## config.mk

```make
export PLATFORM = sky130hd
export DESIGN_NAME = radio_irq_status_config
export DESIGN_NICKNAME = d
export VERILOG_FILES = /design/src/logic/radio_irq_pkg.sv /design/src/logic/radio_irq_status_config.sv
export SDC_FILE = /design/constraint.sdc
export NUM_CORES = 1
export LEC_CHECK = 0
export BUFFER_PORTS_ARGS = -buffer_cell sky130_fd_sc_hd__buf_4
export CAP_MARGIN = 20
export CELL_PAD_IN_SITES_DETAIL_PLACEMENT = 1
export CELL_PAD_IN_SITES_GLOBAL_PLACEMENT = 1
export CORE_MARGIN = 1.5
export CORE_UTILIZATION = 30
export DETAILED_ROUTE_END_ITERATION = 10
export PLACE_DENSITY = 0.85
export SLEW_MARGIN = 5
export SYNTH_ARGS = -nofsm -noshare
export SYNTH_HDL_FRONTEND = slang
export SYNTH_SLANG_ARGS = --single-unit
export TNS_END_PERCENT = 50
```

## constraint.sdc

```tcl
create_clock -name ref_clk -period 2.8 [get_ports ref_clk]
set_clock_uncertainty 0.15 [all_clocks]
set_input_delay 0.28 -clock ref_clk [delete_from_list [all_inputs] [get_ports ref_clk]]
set_output_delay 0.28 -clock ref_clk [all_outputs]
set_load 0.01 [all_outputs]
```

## src/logic/radio_irq_pkg.sv

```systemverilog
// Purpose : constants shared by the radio interrupt configuration block
// Assumes : 32-bit AHB-Lite register bus, one register per aligned word
// Notes   : register numbers are word indices, byte address = 4 * index
`default_nettype none

package radio_irq_pkg;

    // ------------------------------------------------------------
    // register indices and byte addresses
    // ------------------------------------------------------------
    localparam logic [7:0]  IDX_CTRL_STATUS  = 8'h0E;
    localparam logic [7:0]  IDX_STR_THRESH   = 8'h0F;
    localparam logic [7:0]  IDX_EVT_STATUS   = 8'h10;
    localparam logic [7:0]  IDX_EVT_MASK     = 8'h11;
    localparam logic [9:0]  ADDR_CTRL_STATUS = {IDX_CTRL_STATUS, 2'h0};
    localparam logic [9:0]  ADDR_STR_THRESH  = {IDX_STR_THRESH, 2'h0};
    localparam logic [9:0]  ADDR_EVT_STATUS  = {IDX_EVT_STATUS, 2'h0};
    localparam logic [9:0]  ADDR_EVT_MASK    = {IDX_EVT_MASK, 2'h0};
    localparam int          ADDR_W           = 10;

    // ------------------------------------------------------------
    // control/status register fields
    // ------------------------------------------------------------
    localparam int          BIT_TX_START_SEL = 4;
    localparam int          BIT_STR_ENABLE   = 3;
    localparam int          BIT_STR_FLAG     = 2;
    localparam int          BIT_LOCK_FLAG    = 1;
    localparam int          BIT_LOCK_PIN_EN  = 0;
    localparam logic [7:0]  CTRL_RESET       = 8'h01;
    localparam logic [7:0]  THRESH_RESET     = 8'h00;
    localparam int          MODE_PACKET_BIT  = 1;

    // ------------------------------------------------------------
    // event status / mask layout
    // ------------------------------------------------------------
    localparam int          EVT_STRENGTH     = 0;
    localparam int          EVT_LOCK         = 1;
    localparam int          EVT_TX_START     = 2;
    localparam int          EVT_N            = 3;
    localparam logic [2:0]  EVT_MASK_RESET   = 3'h0;

    // ------------------------------------------------------------
    // AHB-Lite encodings
    // ------------------------------------------------------------
    localparam logic [1:0]  HTRANS_NONSEQ    = 2'h2;
    localparam logic [1:0]  HTRANS_SEQ       = 2'h3;
    localparam logic        HRESP_OKAY       = 1'b0;

endpackage : radio_irq_pkg

`default_nettype wire

```

## src/logic/radio_irq_status_config.sv

```systemverilog
// Purpose : interrupt configuration and status logic of the transceiver
// Assumes : AHB-Lite slave with zero wait states, all inputs synchronous to ref_clk
// Notes   : registers 14/15 at byte 0x38/0x3C, event status/mask at 0x40/0x44
//
// Operation
// in packet mode with transmit-start select 0 the transmit starts at fifo level >= threshold and line zero shows it.
// in packet mode with transmit-start select 1 the transmit starts when the fifo is not empty and line zero shows that.
// bit 3 of register 14 resets to 0 and gates the signal-strength source; software should set it.
// the strength flag sets when received strength exceeds the threshold and clears when software writes 1.
// bit 1 of register 14 reports synthesizer lock, reads 0 unlocked, and clears when software writes 1; code holds 1 after unlock until that write.
// bit 0 of register 14 enables the lock-detect pin, released when 0 and driving the lock flag when 1 (default).
// register 15 holds the strength threshold on the same scale as the strength reading.
// transmit-start selection and line zero mapping apply only when the data mode upper bit is set.
// strength and lock flags stay set until software writes 1; writing 0 leaves them unchanged.
//
// Our own choice: register access over AHB-Lite.
`timescale 1ns/1ps
`default_nettype none

module radio_irq_status_config #(
    parameter int COUNT_W    = 7,
    parameter int STRENGTH_W = 8
) (
    // clock and reset
    input  wire logic                  ref_clk,
    input  wire logic                  rst_b,
    // ahb-lite slave
    input  wire logic                  hsel,
    input  wire logic [31:0]           haddr,
    input  wire logic [1:0]            htrans,
    input  wire logic                  hwrite,
    input  wire logic [2:0]            hsize,
    input  wire logic [31:0]           hwdata,
    input  wire logic                  hready,
    output logic [31:0]                hrdata,
    output logic                       hreadyout,
    output logic                       hresp,
    // fifo and packet engine status
    input  wire logic [1:0]            data_mode,
    input  wire logic [COUNT_W-1:0]    fifo_count,
    input  wire logic [COUNT_W-1:0]    fifo_level_threshold,
    input  wire logic                  fifo_empty,
    // receiver and synthesizer
    input  wire logic [STRENGTH_W-1:0] strength_value,
    input  wire logic                  strength_valid,
    input  wire logic                  synth_locked,
    // transmit control and interrupt lines
    output logic                       tx_start,
    output logic                       int_line_zero,
    output logic                       irq,
    // lock-detect pin
    output logic                       lock_pin_out,
    output logic                       lock_pin_oe
);

    // ------------------------------------------------------------
    // elaboration checks
    // ------------------------------------------------------------
    if (STRENGTH_W != 8) begin : g_bad_strength
        $error("strength width must be 8 to match the threshold register");
    end
    if (COUNT_W < 1 || COUNT_W > 16) begin : g_bad_count
        $error("fifo count width must be 1..16");
    end

    // ------------------------------------------------------------
    // address decode helper
    // ------------------------------------------------------------
    function automatic logic addr_hit(input logic [radio_irq_pkg::ADDR_W-1:0] a,
                                      input logic [radio_irq_pkg::ADDR_W-1:0] target,
                                      input logic [31:radio_irq_pkg::ADDR_W] upper);
        addr_hit = (a == target) && (upper == '0);
    endfunction : addr_hit

    // ------------------------------------------------------------
    // state
    // ------------------------------------------------------------
    logic [7:0]                        ctrl_reg;
    logic [7:0]                        ctrl_next;
    logic [7:0]                        thresh_reg;
    logic [7:0]                        thresh_next;
    logic                              str_flag_reg;
    logic                              str_flag_next;
    logic                              lock_flag_reg;
    logic                              lock_flag_next;
    logic [radio_irq_pkg::EVT_N-1:0]   evt_status_reg;
    logic [radio_irq_pkg::EVT_N-1:0]   evt_status_next;
    logic [radio_irq_pkg::EVT_N-1:0]   evt_mask_reg;
    logic [radio_irq_pkg::EVT_N-1:0]   evt_mask_next;
    logic                              lock_prev_reg;
    logic                              tx_prev_reg;
    logic                              tx_start_reg;
    logic                              line_zero_reg;
    logic                              irq_reg;
    logic [31:0]                       hrdata_reg;
    logic [31:0]                       hrdata_next;

    // bus data-phase bookkeeping
    logic                              wr_pend_reg;
    logic [radio_irq_pkg::ADDR_W-1:0]  wr_addr_reg;
    logic                              wr_upper_ok_reg;

    // ------------------------------------------------------------
    // bus address phase
    // ------------------------------------------------------------
    wire logic                         trans_valid;
    wire logic                         addr_rd;
    wire logic                         addr_wr;
    wire logic [radio_irq_pkg::ADDR_W-1:0] a_addr;
    wire logic [31:radio_irq_pkg::ADDR_W]  a_upper;

    assign trans_valid = hsel && hready
                      && (htrans == radio_irq_pkg::HTRANS_NONSEQ || htrans == radio_irq_pkg::HTRANS_SEQ);
    assign addr_rd     = trans_valid && !hwrite;
    assign addr_wr     = trans_valid && hwrite;
    assign a_addr      = haddr[radio_irq_pkg::ADDR_W-1:0];
    assign a_upper     = haddr[31:radio_irq_pkg::ADDR_W];

    // ------------------------------------------------------------
    // bus data phase: write strobes per register
    // ------------------------------------------------------------
    wire logic                         wr_ctrl;
    wire logic                         wr_thresh;
    wire logic                         wr_evt_status;
    wire logic                         wr_evt_mask;

    // write lands one cycle after its address, hwdata stands now
    assign wr_ctrl       = wr_pend_reg && wr_upper_ok_reg && wr_addr_reg == radio_irq_pkg::ADDR_CTRL_STATUS;
    assign wr_thresh     = wr_pend_reg && wr_upper_ok_reg && wr_addr_reg == radio_irq_pkg::ADDR_STR_THRESH;
    assign wr_evt_status = wr_pend_reg && wr_upper_ok_reg && wr_addr_reg == radio_irq_pkg::ADDR_EVT_STATUS;
    assign wr_evt_mask   = wr_pend_reg && wr_upper_ok_reg && wr_addr_reg == radio_irq_pkg::ADDR_EVT_MASK;

    // ------------------------------------------------------------
    // transmit start and interrupt line zero
    // ------------------------------------------------------------
    wire logic                         packet_mode;
    wire logic                         start_sel;
    wire logic                         level_reached;
    wire logic                         not_empty;
    wire logic                         tx_start_now;

    assign packet_mode   = data_mode[radio_irq_pkg::MODE_PACKET_BIT];
    assign start_sel     = ctrl_reg[radio_irq_pkg::BIT_TX_START_SEL];
    assign level_reached = fifo_count >= fifo_level_threshold;
    assign not_empty     = !fifo_empty;
    // line zero reports the same condition that starts the transmit
    assign tx_start_now  = packet_mode && (start_sel ? not_empty : level_reached);

    // ------------------------------------------------------------
    // signal-strength and lock sources
    // ------------------------------------------------------------
    wire logic                         str_enable;
    wire logic                         str_hit;
    wire logic                         lock_rise;
    wire logic                         tx_rise;

    assign str_enable = ctrl_reg[radio_irq_pkg::BIT_STR_ENABLE];
    assign str_hit    = str_enable && strength_valid && (strength_value > thresh_reg);
    assign lock_rise  = synth_locked && !lock_prev_reg;
    assign tx_rise    = tx_start_now && !tx_prev_reg;

    // ------------------------------------------------------------
    // next values of the software-visible state
    // ------------------------------------------------------------
    wire logic                         str_clear;
    wire logic                         lock_clear;

    assign str_clear  = wr_ctrl && hwdata[radio_irq_pkg::BIT_STR_FLAG];
    assign lock_clear = wr_ctrl && hwdata[radio_irq_pkg::BIT_LOCK_FLAG];

    // set wins over a clear in the same cycle
    assign str_flag_next  = str_hit || (str_flag_reg && !str_clear);
    // a locked synthesizer keeps the flag up; unlocked it reads 0 once cleared
    assign lock_flag_next = synth_locked || (lock_flag_reg && !lock_clear);

    // only the selectable bits are stored; flag bits live in their own flops
    assign ctrl_next = wr_ctrl
                     ? {3'h0,
                        hwdata[radio_irq_pkg::BIT_TX_START_SEL],
                        hwdata[radio_irq_pkg::BIT_STR_ENABLE],
                        2'h0,
                        hwdata[radio_irq_pkg::BIT_LOCK_PIN_EN]}
                     : ctrl_reg;
    assign thresh_next = wr_thresh ? hwdata[7:0] : thresh_reg;
    assign evt_mask_next = wr_evt_mask ? hwdata[radio_irq_pkg::EVT_N-1:0] : evt_mask_reg;

    // ------------------------------------------------------------
    // sticky event status, write one to clear, set wins
    // ------------------------------------------------------------
    wire logic [radio_irq_pkg::EVT_N-1:0] evt_set;

    assign evt_set[radio_irq_pkg::EVT_STRENGTH] = str_hit;
    assign evt_set[radio_irq_pkg::EVT_LOCK]     = lock_rise;
    assign evt_set[radio_irq_pkg::EVT_TX_START] = tx_rise;

    for (genvar i = 0; i < radio_irq_pkg::EVT_N; i++) begin : g_evt
        assign evt_status_next[i] = evt_set[i]
                                 || (evt_status_reg[i] && !(wr_evt_status && hwdata[i]));
    end

    // ------------------------------------------------------------
    // read mux over next values, so a read right after a write
    // sees the written data
    // ------------------------------------------------------------
    wire logic [7:0]                   ctrl_view;
    wire logic                         rd_ctrl;
    wire logic                         rd_thresh;
    wire logic                         rd_evt_status;
    wire logic                         rd_evt_mask;

    assign ctrl_view = {3'h0,
                        ctrl_next[radio_irq_pkg::BIT_TX_START_SEL],
                        ctrl_next[radio_irq_pkg::BIT_STR_ENABLE],
                        str_flag_next,
                        lock_flag_next,
                        ctrl_next[radio_irq_pkg::BIT_LOCK_PIN_EN]};
    assign rd_ctrl       = addr_rd && addr_hit(a_addr, radio_irq_pkg::ADDR_CTRL_STATUS, a_upper);
    assign rd_thresh     = addr_rd && addr_hit(a_addr, radio_irq_pkg::ADDR_STR_THRESH, a_upper);
    assign rd_evt_status = addr_rd && addr_hit(a_addr, radio_irq_pkg::ADDR_EVT_STATUS, a_upper);
    assign rd_evt_mask   = addr_rd && addr_hit(a_addr, radio_irq_pkg::ADDR_EVT_MASK, a_upper);

    // unmapped reads return zero
    assign hrdata_next = rd_ctrl       ? {24'h000000, ctrl_view}
                       : rd_thresh     ? {24'h000000, thresh_next}
                       : rd_evt_status ? {29'h0000000, evt_status_next}
                       : rd_evt_mask   ? {29'h0000000, evt_mask_next}
                       : 32'h00000000;

    // ------------------------------------------------------------
    // registers
    // ------------------------------------------------------------
    always_ff @(posedge ref_clk or negedge rst_b) begin
        if (!rst_b) begin
            ctrl_reg        <= radio_irq_pkg::CTRL_RESET;
            thresh_reg      <= radio_irq_pkg::THRESH_RESET;
            str_flag_reg    <= 1'b0;
            lock_flag_reg   <= 1'b0;
            evt_status_reg  <= '0;
            evt_mask_reg    <= radio_irq_pkg::EVT_MASK_RESET;
        end else begin
            ctrl_reg        <= ctrl_next;
            thresh_reg      <= thresh_next;
            str_flag_reg    <= str_flag_next;
            lock_flag_reg   <= lock_flag_next;
            evt_status_reg  <= evt_status_next;
            evt_mask_reg    <= evt_mask_next;
        end
    end

    always_ff @(posedge ref_clk or negedge rst_b) begin
        if (!rst_b) begin
            lock_prev_reg   <= 1'b0;
            tx_prev_reg     <= 1'b0;
            tx_start_reg    <= 1'b0;
            line_zero_reg   <= 1'b0;
            irq_reg         <= 1'b0;
        end else begin
            lock_prev_reg   <= synth_locked;
            tx_prev_reg     <= tx_start_now;
            tx_start_reg    <= tx_start_now;
            line_zero_reg   <= tx_start_now;
            irq_reg         <= |(evt_status_next & evt_mask_next);
        end
    end

    always_ff @(posedge ref_clk or negedge rst_b) begin
        if (!rst_b) begin
            wr_pend_reg     <= 1'b0;
            wr_addr_reg     <= '0;
            wr_upper_ok_reg <= 1'b0;
            hrdata_reg      <= 32'h00000000;
        end else begin
            wr_pend_reg     <= addr_wr;
            wr_addr_reg     <= a_addr;
            wr_upper_ok_reg <= a_upper == '0;
            hrdata_reg      <= hrdata_next;
        end
    end

    // ------------------------------------------------------------
    // outputs
    // ------------------------------------------------------------
    // zero wait states: every transfer completes in its first data cycle
    assign hreadyout     = 1'b1;
    assign hresp         = radio_irq_pkg::HRESP_OKAY;
    assign hrdata        = hrdata_reg;
    assign tx_start      = tx_start_reg;
    assign int_line_zero = line_zero_reg;
    assign irq           = irq_reg;

    // pin released when disabled; the pad resolves high impedance
    assign lock_pin_oe   = ctrl_reg[radio_irq_pkg::BIT_LOCK_PIN_EN];
    assign lock_pin_out  = lock_flag_reg;

endmodule : radio_irq_status_config

`default_nettype wire

```

Word-level counts from Yosys, hierarchy flattened
Cells that the tools add are included.
{"block": "word_totals", "inputBits": 101, "out_inout_bits": 39, "wordCells": 83, "regBits": 42}
{"block": "op_classes", "n_eq_ne": 10, "reduce_logical": 49, "n_bitwise": 1, "muxes": 8, "n_lt_le_gt_ge": 2}
{"op": "$eq 10x6->1 const B", "n": 4}
{"op": "$eq 10x7->1 const B", "n": 4}
{"op": "$logic_and 1x1->1", "n": 32}
{"op": "$mux 8", "n": 3}
{"op": "$logic_not 22->1", "n": 1}
{"op": "$logic_not 1->1", "n": 9}
{"op": "$mux 3", "n": 3}
{"op": "$gt 8x8->1", "n": 1}
{"op": "$ge 7x7->1", "n": 1}
{"op": "$logic_or 1x1->1", "n": 6}
{"op": "$mux 5", "n": 1}
{"op": "$eq 2x2->1 const B", "n": 2}
{"op": "$and 3x3->3", "n": 1}
{"op": "$reduce_or 3->1", "n": 1}
{"op": "$mux 1", "n": 1}

Longest topological paths before layout
Gate-level depths: netlist of the first run.
{"block": "logic_depth", "word_depth": 9, "ltp_mapped": 8, "ltp_nobuf": 8}

Worst setup path before layout of the first run
Ideal clock, no wire load.
{"block": "synth_timing", "path_kind": "register to register", "start": "register wr_addr_reg[9] in the netlist's numbering", "end": "register hrdata_reg[1], in the netlist hrdata[1]", "path_stages_with_launch": 7, "path_buffers": 0, "arrival_time_ns": 1.960, "required_time_ns": 2.529, "setup_slack_ns": 0.569, "cell_sequence": "dfrtp_1 -> or4_4 -> nor4b_4 -> nand2_1 -> a21o_1 -> mux2_2 -> a22o_1"}
{"element": "start: declaration", "line_no": "radio_irq_status_config.sv:100", "source": "logic [radio_irq_pkg::ADDR_W-1:0] wr_addr_reg;"}
{"element": "start signal: assignment", "line_no": "radio_irq_status_config.sv:274", "source": "wr_addr_reg <= a_addr;"}
{"element": "$eq 10x6->1", "line_no": "radio_irq_status_config.sv:128", "source": "assign wr_ctrl = wr_pend_reg && wr_upper_ok_reg && wr_addr_reg == radio_irq_pkg::ADDR_CTRL_STATUS;"}
{"element": "$logic_and 1x1->1", "line_no": "radio_irq_status_config.sv:128"}
{"element": "$logic_and 1x1->1", "line_no": "radio_irq_status_config.sv:169", "source": "assign lock_clear = wr_ctrl && hwdata[radio_irq_pkg::BIT_LOCK_FLAG];"}
{"element": "$logic_not 1->1", "line_no": "radio_irq_status_config.sv:174", "source": "assign lock_flag_next = synth_locked || (lock_flag_reg && !lock_clear);"}
{"element": "$logic_and 1x1->1", "line_no": "radio_irq_status_config.sv:174"}
{"element": "$logic_or 1x1->1", "line_no": "radio_irq_status_config.sv:174"}
{"element": "net lock_flag_next", "line_no": "radio_irq_status_config.sv:85", "source": "logic lock_flag_next;"}
{"element": "$mux 8", "line_no": "radio_irq_status_config.sv:223", "source": "assign hrdata_next = rd_ctrl ? {24'h000000, ctrl_view}"}
{"element": "net hrdata_next[1]", "line_no": "radio_irq_status_config.sv:96", "source": "logic [31:0] hrdata_next;"}
{"element": "end signal: assignment", "line_no": "radio_irq_status_config.sv:276", "source": "hrdata_reg <= hrdata_next;"}
{"element": "end: declaration", "line_no": "radio_irq_status_config.sv:95", "source": "logic [31:0] hrdata_reg;"}
The timed path passes the listed nets, and every way through them passes these cells.

Final worst setup path of the first run
{"block": "layout_timing", "start": "input port haddr[1]", "end": "register hrdata_reg[0], in the netlist hrdata[0]"}
{"block": "layout_via", "elab_chain_len": 7}
{"element": "start: declaration", "line_no": "radio_irq_status_config.sv:29", "source": "input wire logic [31:0] haddr,"}
{"element": "$eq 10x7->1", "line_no": "radio_irq_status_config.sv:72", "source": "addr_hit = (a == target) && (upper == '0);"}
{"element": "$logic_and 1x1->1", "line_no": "radio_irq_status_config.sv:72"}
{"element": "$logic_and 1x1->1", "line_no": "radio_irq_status_config.sv:220", "source": "assign rd_evt_mask = addr_rd && addr_hit(a_addr, radio_irq_pkg::ADDR_EVT_MASK, a_upper);"}
{"element": "$mux 3", "line_no": "radio_irq_status_config.sv:226", "source": ": rd_evt_mask ? {29'h0000000, evt_mask_next}"}
{"element": "$mux 3", "line_no": "radio_irq_status_config.sv:225", "source": ": rd_evt_status ? {29'h0000000, evt_status_next}"}
{"element": "$mux 8", "line_no": "radio_irq_status_config.sv:224", "source": ": rd_thresh ? {24'h000000, thresh_next}"}
{"element": "$mux 8 (*)", "line_no": "radio_irq_status_config.sv:223"}
{"element": "net hrdata_next[0]", "line_no": "radio_irq_status_config.sv:96"}
The timed path passes the listed nets; every way through them passes the cells marked *.

==> results of run 1 <==
==> layout make-up <==
cell class / count / area [um2]
fillers: 857 / 4169
flip-flops and latches: 42 / 1052
multi-input cells: 145 / 1052
repair buffers: 97 / 755.7
well taps: 99 / 123.9
clock buffers: 6 / 82.58
inverters: 22 / 82.58
clock inverters: 2 / 12.51
==> worst max-delay path, cell delays in order <==
cell and delay (ps):
dlygate4sd3_1 540, buf_4 140, or4_4 540, nor4_4 210, or4b_4 560, nor2_2 250
nand2_1 90, a31oi_1 180
==> routing by layer <==
layer | GRT usage | vias up | wire (um) | share of wire
met1 | 0.1555 | 894 | 2216 | 0.39
li1 | - | 899 | - | -
met2 | 0.2675 | 85 | 2987 | 0.53
met5 | 0 | - | 0 | 0
met4 | 0.03571 | 0 | 89 | 0.016
met3 | 0.03872 | 8 | 377 | 0.066
==> cell usage after synthesis, drive strengths merged, types with 2 or more instances <==
cell type  count  area, um2
a21oi          5      25.02
a22o           2      17.52
a31oi          3      18.77
and3           4      25.02
buf           27      202.7
conb           2      7.510
dfrtp         41       1026
ha            15      187.7
inv           21      78.83
mux2          14      157.7
mux2i          2      20.02
nand2          9      33.78
nand3          5      25.02
nand4          6      37.54
nor2          11      46.29
nor2b          4      25.02
nor4           8      65.06
nor4b          3      56.31
o21ai          6      30.02
or2            2      12.51
or4            3      30.03
or4b           2      23.77
==> where the power goes <==
part           leakage, uW  internal [uW]  switching, uW  total, uW
clock            0.0000472            198            200        398
sequential        0.000511            625           10.1        635
combinational      0.00104            116           96.5        212
==> per-stage QoR <==
step	worst slack (ps)	std cells	utilization	instance area, um2	hold slack [ps]
after detailed placement	315.1	394	0.4033	2957	143.6
after global placement	344.1	394	0.4033	2957	132.1
after global routing	5.957	413	0.4313	3162	21.86
after floorplan	568.6	236	-	2390	-165.6
after CTS	67.84	413	0.4313	3162	20.78
final	74.64	413	0.4313	3162	25.53
==> cells by family (layout without fill, tap and decap cells) <==
family          Yosys count  count (layout)
simple gates             62              62
buf+inv                  49             127
flops                    42              42
compound gates           26              26
mux                      16              16
fa+ha+maj                15              15
other cells               2              26
==> final timing paths <==
check	start	to	slack, ps	cells after the start
setup / recovery	haddr[1]	hrdata[0]$_DFF_PN0_	70	8
hold / removal	haddr[2]	wr_addr_reg[2]$_DFF_PN0_	30	1
setup reg to reg	wr_addr_reg[9]$_DFF_PN0_	hrdata[1]$_DFF_PN0_	400	6
hold reg to reg	lock_pin_out$_DFF_PN0_	lock_pin_out$_DFF_PN0_	360	1
max in group asynchronous	rst_b	ctrl_reg[0]$_DFF_PN1_	1770	2
min in group asynchronous	rst_b	hrdata[6]$_DFF_PN0_	370	2
==> repair_timing <==
action	CTS	global route
endpoints found under the setup margin	0	0
hold endpoints to repair	51	0
resized for setup	0	0
setup buffers	0	0
hold buffers	11	0
==> flow_metrics.env, run 1 <==
export IMPL_peakVddDrop_v=0.0002458
export IMPL_first_pass_iters=4
export IMPL_worst_pin_slew_ps=520.6
export IMPL_fin_crit_ps=2725
export IMPL_critPathKind="primary input to register"
export IMPL_via_per_inst=4.567
export IMPL_end_kind="register"
export IMPL_largest_reg_flops=10
export IMPL_fin_nets=429
export IMPL_outcome="finished, final reports clean"
export IMPL_grt_pass1_wl_um=9315
export IMPL_die_area_mm2=0.008200
export IMPL_io_pins=140
export IMPL_tns_ps=0
export IMPL_synth_top_family_by_area="simple AND/OR/NAND/NOR gates"
export IMPL_worstPathRequired_ps=2860
export IMPL_cts_tree="built"
export IMPL_wl_per_cell_um=13.73
export IMPL_cellPowerDensity_mw_per_mm2=394.0
export IMPL_power_leakage_uw=0.001596
export IMPL_area_growth_pct=37.49
export IMPL_gp_congestion=0.8272
export IMPL_antenna_found_initial=0
export IMPL_power_total_uw=1246
export IMPL_finalMaxSlewViolations=0
export IMPL_yosys_area_share_simple=0.1828
export IMPL_grt_pass1_vias=2068
export IMPL_final_common_cell="buf_4"
export IMPL_ant_nets=0
export IMPL_post_route_period_util=0.9733
export IMPL_avgSynthCellArea_um2=10.85
export IMPL_synth_ff_type="dfrtp_1"
export IMPL_routed_wl_um=5671
export IMPL_post_synth_xor_area_fraction=0
export IMPL_syn_area_mm2=0.002300
export IMPL_post_route_drc_count=0
export IMPL_worstSkewPairLatency_ps=290
export IMPL_finalSetupViolations=0
export IMPL_clock_root_buffer="clkbuf_8"
export IMPL_yosys_cell_types_count=45
export IMPL_holdCritPathClass="primary input to register"
export IMPL_cts_buffers=5
export IMPL_grt_overflow=0
export IMPL_rows=31
export IMPL_ys_warn_count=0
export IMPL_drive_gt1_frac=0.3822
export IMPL_path_max_fanout=5
export IMPL_synthAdderAreaFrac=0.08161
export IMPL_cap_viol_max_count=0
export IMPL_slew_limit_headroom=0.6529
export IMPL_ys_ff_latch=42
export IMPL_track_usage=0.1421
export IMPL_synth_compound_area_share=0.07345
export IMPL_rsz0062_at_grt="no"
export IMPL_fp_dieH_um=90.56
export IMPL_synth_edff_count=0
export IMPL_cts_clk_slew_worst_paths_ps=80
export IMPL_die_w_um=90.56
export IMPL_synth_seq_area_share=0.4576
export IMPL_cts_sinks=42
export IMPL_yosys_mux_area_fraction=0.07726
export IMPL_arrival_ps=2780
export IMPL_postSynthCellCount=212
export IMPL_fmax_mhz=366.9
export IMPL_portBuffers=84
export IMPL_h_tree_depth=2
export IMPL_diodes=0
export IMPL_finalHoldViolCount=0
export IMPL_mostFrequentLayoutCells="buf_4, dfrtp_1, conb_1"
export IMPL_first_iter_violations=52
export IMPL_clockBufferDepth=2
export IMPL_core_mm2=0.007331
export IMPL_via_count=1886
export IMPL_startpoint_type="primary input"
export IMPL_hpwl_um=4595
export IMPL_synthArstFlopShare=1.000
export IMPL_grt_max_degree=43
export IMPL_initial_utilization=0.3137
No activity file was read; power rests on OpenSTA's default activity.
==> run 2, diff against run 1 <==
- PLACE_DENSITY: 0.85 -> 0.83
- REMOVE_ABC_BUFFERS: unset -> 1
- clock period: 2.8 -> 2.9 ns (I/O delays scaled with it)
==> run 2 against run 1 <==
Critical path depth unchanged. Worst hold slack improved by 7.4 ps. Cell count unchanged. Combinational power decreased by 2%. Largest power group unchanged.
==> flow_metrics.env, run 2 (same netlist as run 1, synthesis figures left out) <==
export IMPL_routed_wl_um=5745
export IMPL_grt_pass1_wl_um=9570
export IMPL_cap_viol_max_count=0
export IMPL_area_growth_pct=37.11
export IMPL_largest_reg_flops=10
export IMPL_power_leakage_uw=0.001594
export IMPL_r2r_start="wr_addr_reg[9]$_DFF_PN0_"
export IMPL_io_pins=140
export IMPL_worstSkewPairLatency_ps=290
export IMPL_slew_limit_headroom=0.6577
export IMPL_drive_gt1_frac=0.3790
export IMPL_cts_buffers=5
export IMPL_portBuffers=84
export IMPL_ant_nets=0
export IMPL_critPathKind="primary input to register"
export IMPL_gp_congestion=0.7774
export IMPL_track_usage=0.1492
export IMPL_clockBufferDepth=2
export IMPL_core_mm2=0.007331
export IMPL_grt_pass1_vias=2046
export IMPL_clock_root_buffer="clkbuf_8"
export IMPL_post_route_period_util=0.9277
export IMPL_fp_dieH_um=90.56
export IMPL_mostFrequentLayoutCells="buf_4, dfrtp_1, conb_1"
export IMPL_fin_nets=429
export IMPL_cts_setup_buffers=0
export IMPL_startpoint_type="primary input"
export IMPL_worst_pin_slew_ps=513.4
export IMPL_finalSetupViolations=0
export IMPL_cts_clk_slew_worst_paths_ps=80
export IMPL_h_tree_depth=2
export IMPL_cts_sinks=42
export IMPL_antenna_found_initial=0
export IMPL_cts_tree="built"
export IMPL_power_total_uw=1184
export IMPL_fmax_mhz=371.7
export IMPL_rows=31
export IMPL_holdCritPathClass="primary input to register"
export IMPL_die_area_mm2=0.008200
export IMPL_die_w_um=90.56
export IMPL_cts_resized=0
export IMPL_grt_overflow=0
export IMPL_via_per_inst=4.666
export IMPL_min_path_cells=1
export IMPL_first_iter_violations=62
export IMPL_finalMaxSlewViolations=0
export IMPL_initial_utilization=0.3137
export IMPL_hp_start="haddr[2]"
export IMPL_end_kind="register"
export IMPL_diodes=0
export IMPL_path_max_fanout=5
export IMPL_outcome="finished, final reports clean"
export IMPL_arrival_ps=2760
export IMPL_tns_ps=0
export IMPL_hpwl_um=4740
export IMPL_grt_max_degree=43
export IMPL_worstPathRequired_ps=2970
export IMPL_fill_cells=851
export IMPL_first_pass_iters=4
export IMPL_r2r_end="hrdata[1]$_DFF_PN0_"
export IMPL_fin_crit_ps=2690
export IMPL_finalHoldViolCount=0
export IMPL_rsz0062_at_grt="no"
export IMPL_wl_per_cell_um=13.91
export IMPL_final_common_cell="buf_4"
export IMPL_via_count=1927
export IMPL_peakVddDrop_v=0.0002086
export IMPL_cellPowerDensity_mw_per_mm2=375.5
export IMPL_holdPathEnd="wr_addr_reg[2]$_DFF_PN0_"
export IMPL_r2r_setup_slack_ps=460
export IMPL_ff2ff_path_depth=6
export IMPL_post_route_drc_count=0
run 2: cell types whose count changed in the layout (fill, tap and decap cells not counted), sizes merged:
cell      previous run  this run
clkinv               2         3
clkinvlp             1         0
run 2: power breakdown:
part           leakage, uW  switching [uW]  total [uW]  internal, uW
sequential        0.000511            10.6         614           604
combinational      0.00104            94.7         207           112
clock            0.0000452             193         363           170
run 2: per-layer routing:
metal / track usage / part of all wire / vias up
met5: 0 / 0 / -
met3: 0.04040 / 0.075 / 8
met1: 0.1591 / 0.37 / 938
li1: - / - / 894
met4: 0.04365 / 0.014 / 0
met2: 0.2832 / 0.54 / 87
run 2: worst max-delay path by stage:
| stage | startpoint | to |
|---|---|---|
| detailed placement | haddr[1] | hrdata[0]$_DFF_PN0_ |
| CTS | haddr[1] | hrdata[0]$_DFF_PN0_ |
| finish | haddr[1] | hrdata[0]$_DFF_PN0_ |
| global placement | haddr[1] | hrdata[0]$_DFF_PN0_ |
| global route | haddr[1] | hrdata[0]$_DFF_PN0_ |
| floorplan | wr_addr_reg[9]$_DFF_PN0_ | hrdata[1]$_DFF_PN0_ |
run 2: area by class of cell:
cell class                      instances  area [um2]  area share
Sequential cell                        42        1052      0.3337
Multi-Input combinational cell        145        1052      0.3337
Timing Repair Buffer                   97       755.7      0.2397
Tap cell                               99       123.9     0.03929
Inverter                               22       82.58     0.02619
Clock buffer                            6       72.57     0.02302
Clock inverter                          2       13.76    0.004365
run 2: worst max-delay path, cell delays in order:
cell and delay (ps):
dlygate4sd3_1 540, buf_4 140, or4_4 530, nor4_4 200, or4b_4 560, nor2_2 230, nand2_1 80, a31oi_1 180
run 2: per-stage QoR:
stage                 util  instances  hold WS [ps]  setup WS, ps  cell area [um2]
finish              0.4301        413         32.90         209.6             3153
global route        0.4301        413         14.90         54.06             3153
CTS                 0.4301        413         21.86         206.9             3153
detailed placement  0.4033        394         155.2         458.9             2957
global placement    0.4033        394         151.2         459.6             2957
floorplan                -        209        -155.6         668.6             2187
run 2: what timing repair did:
item,CTS,global route
endpoints found under the hold margin,51,0
hold buffers,11,0
endpoints found under the setup margin,0,0
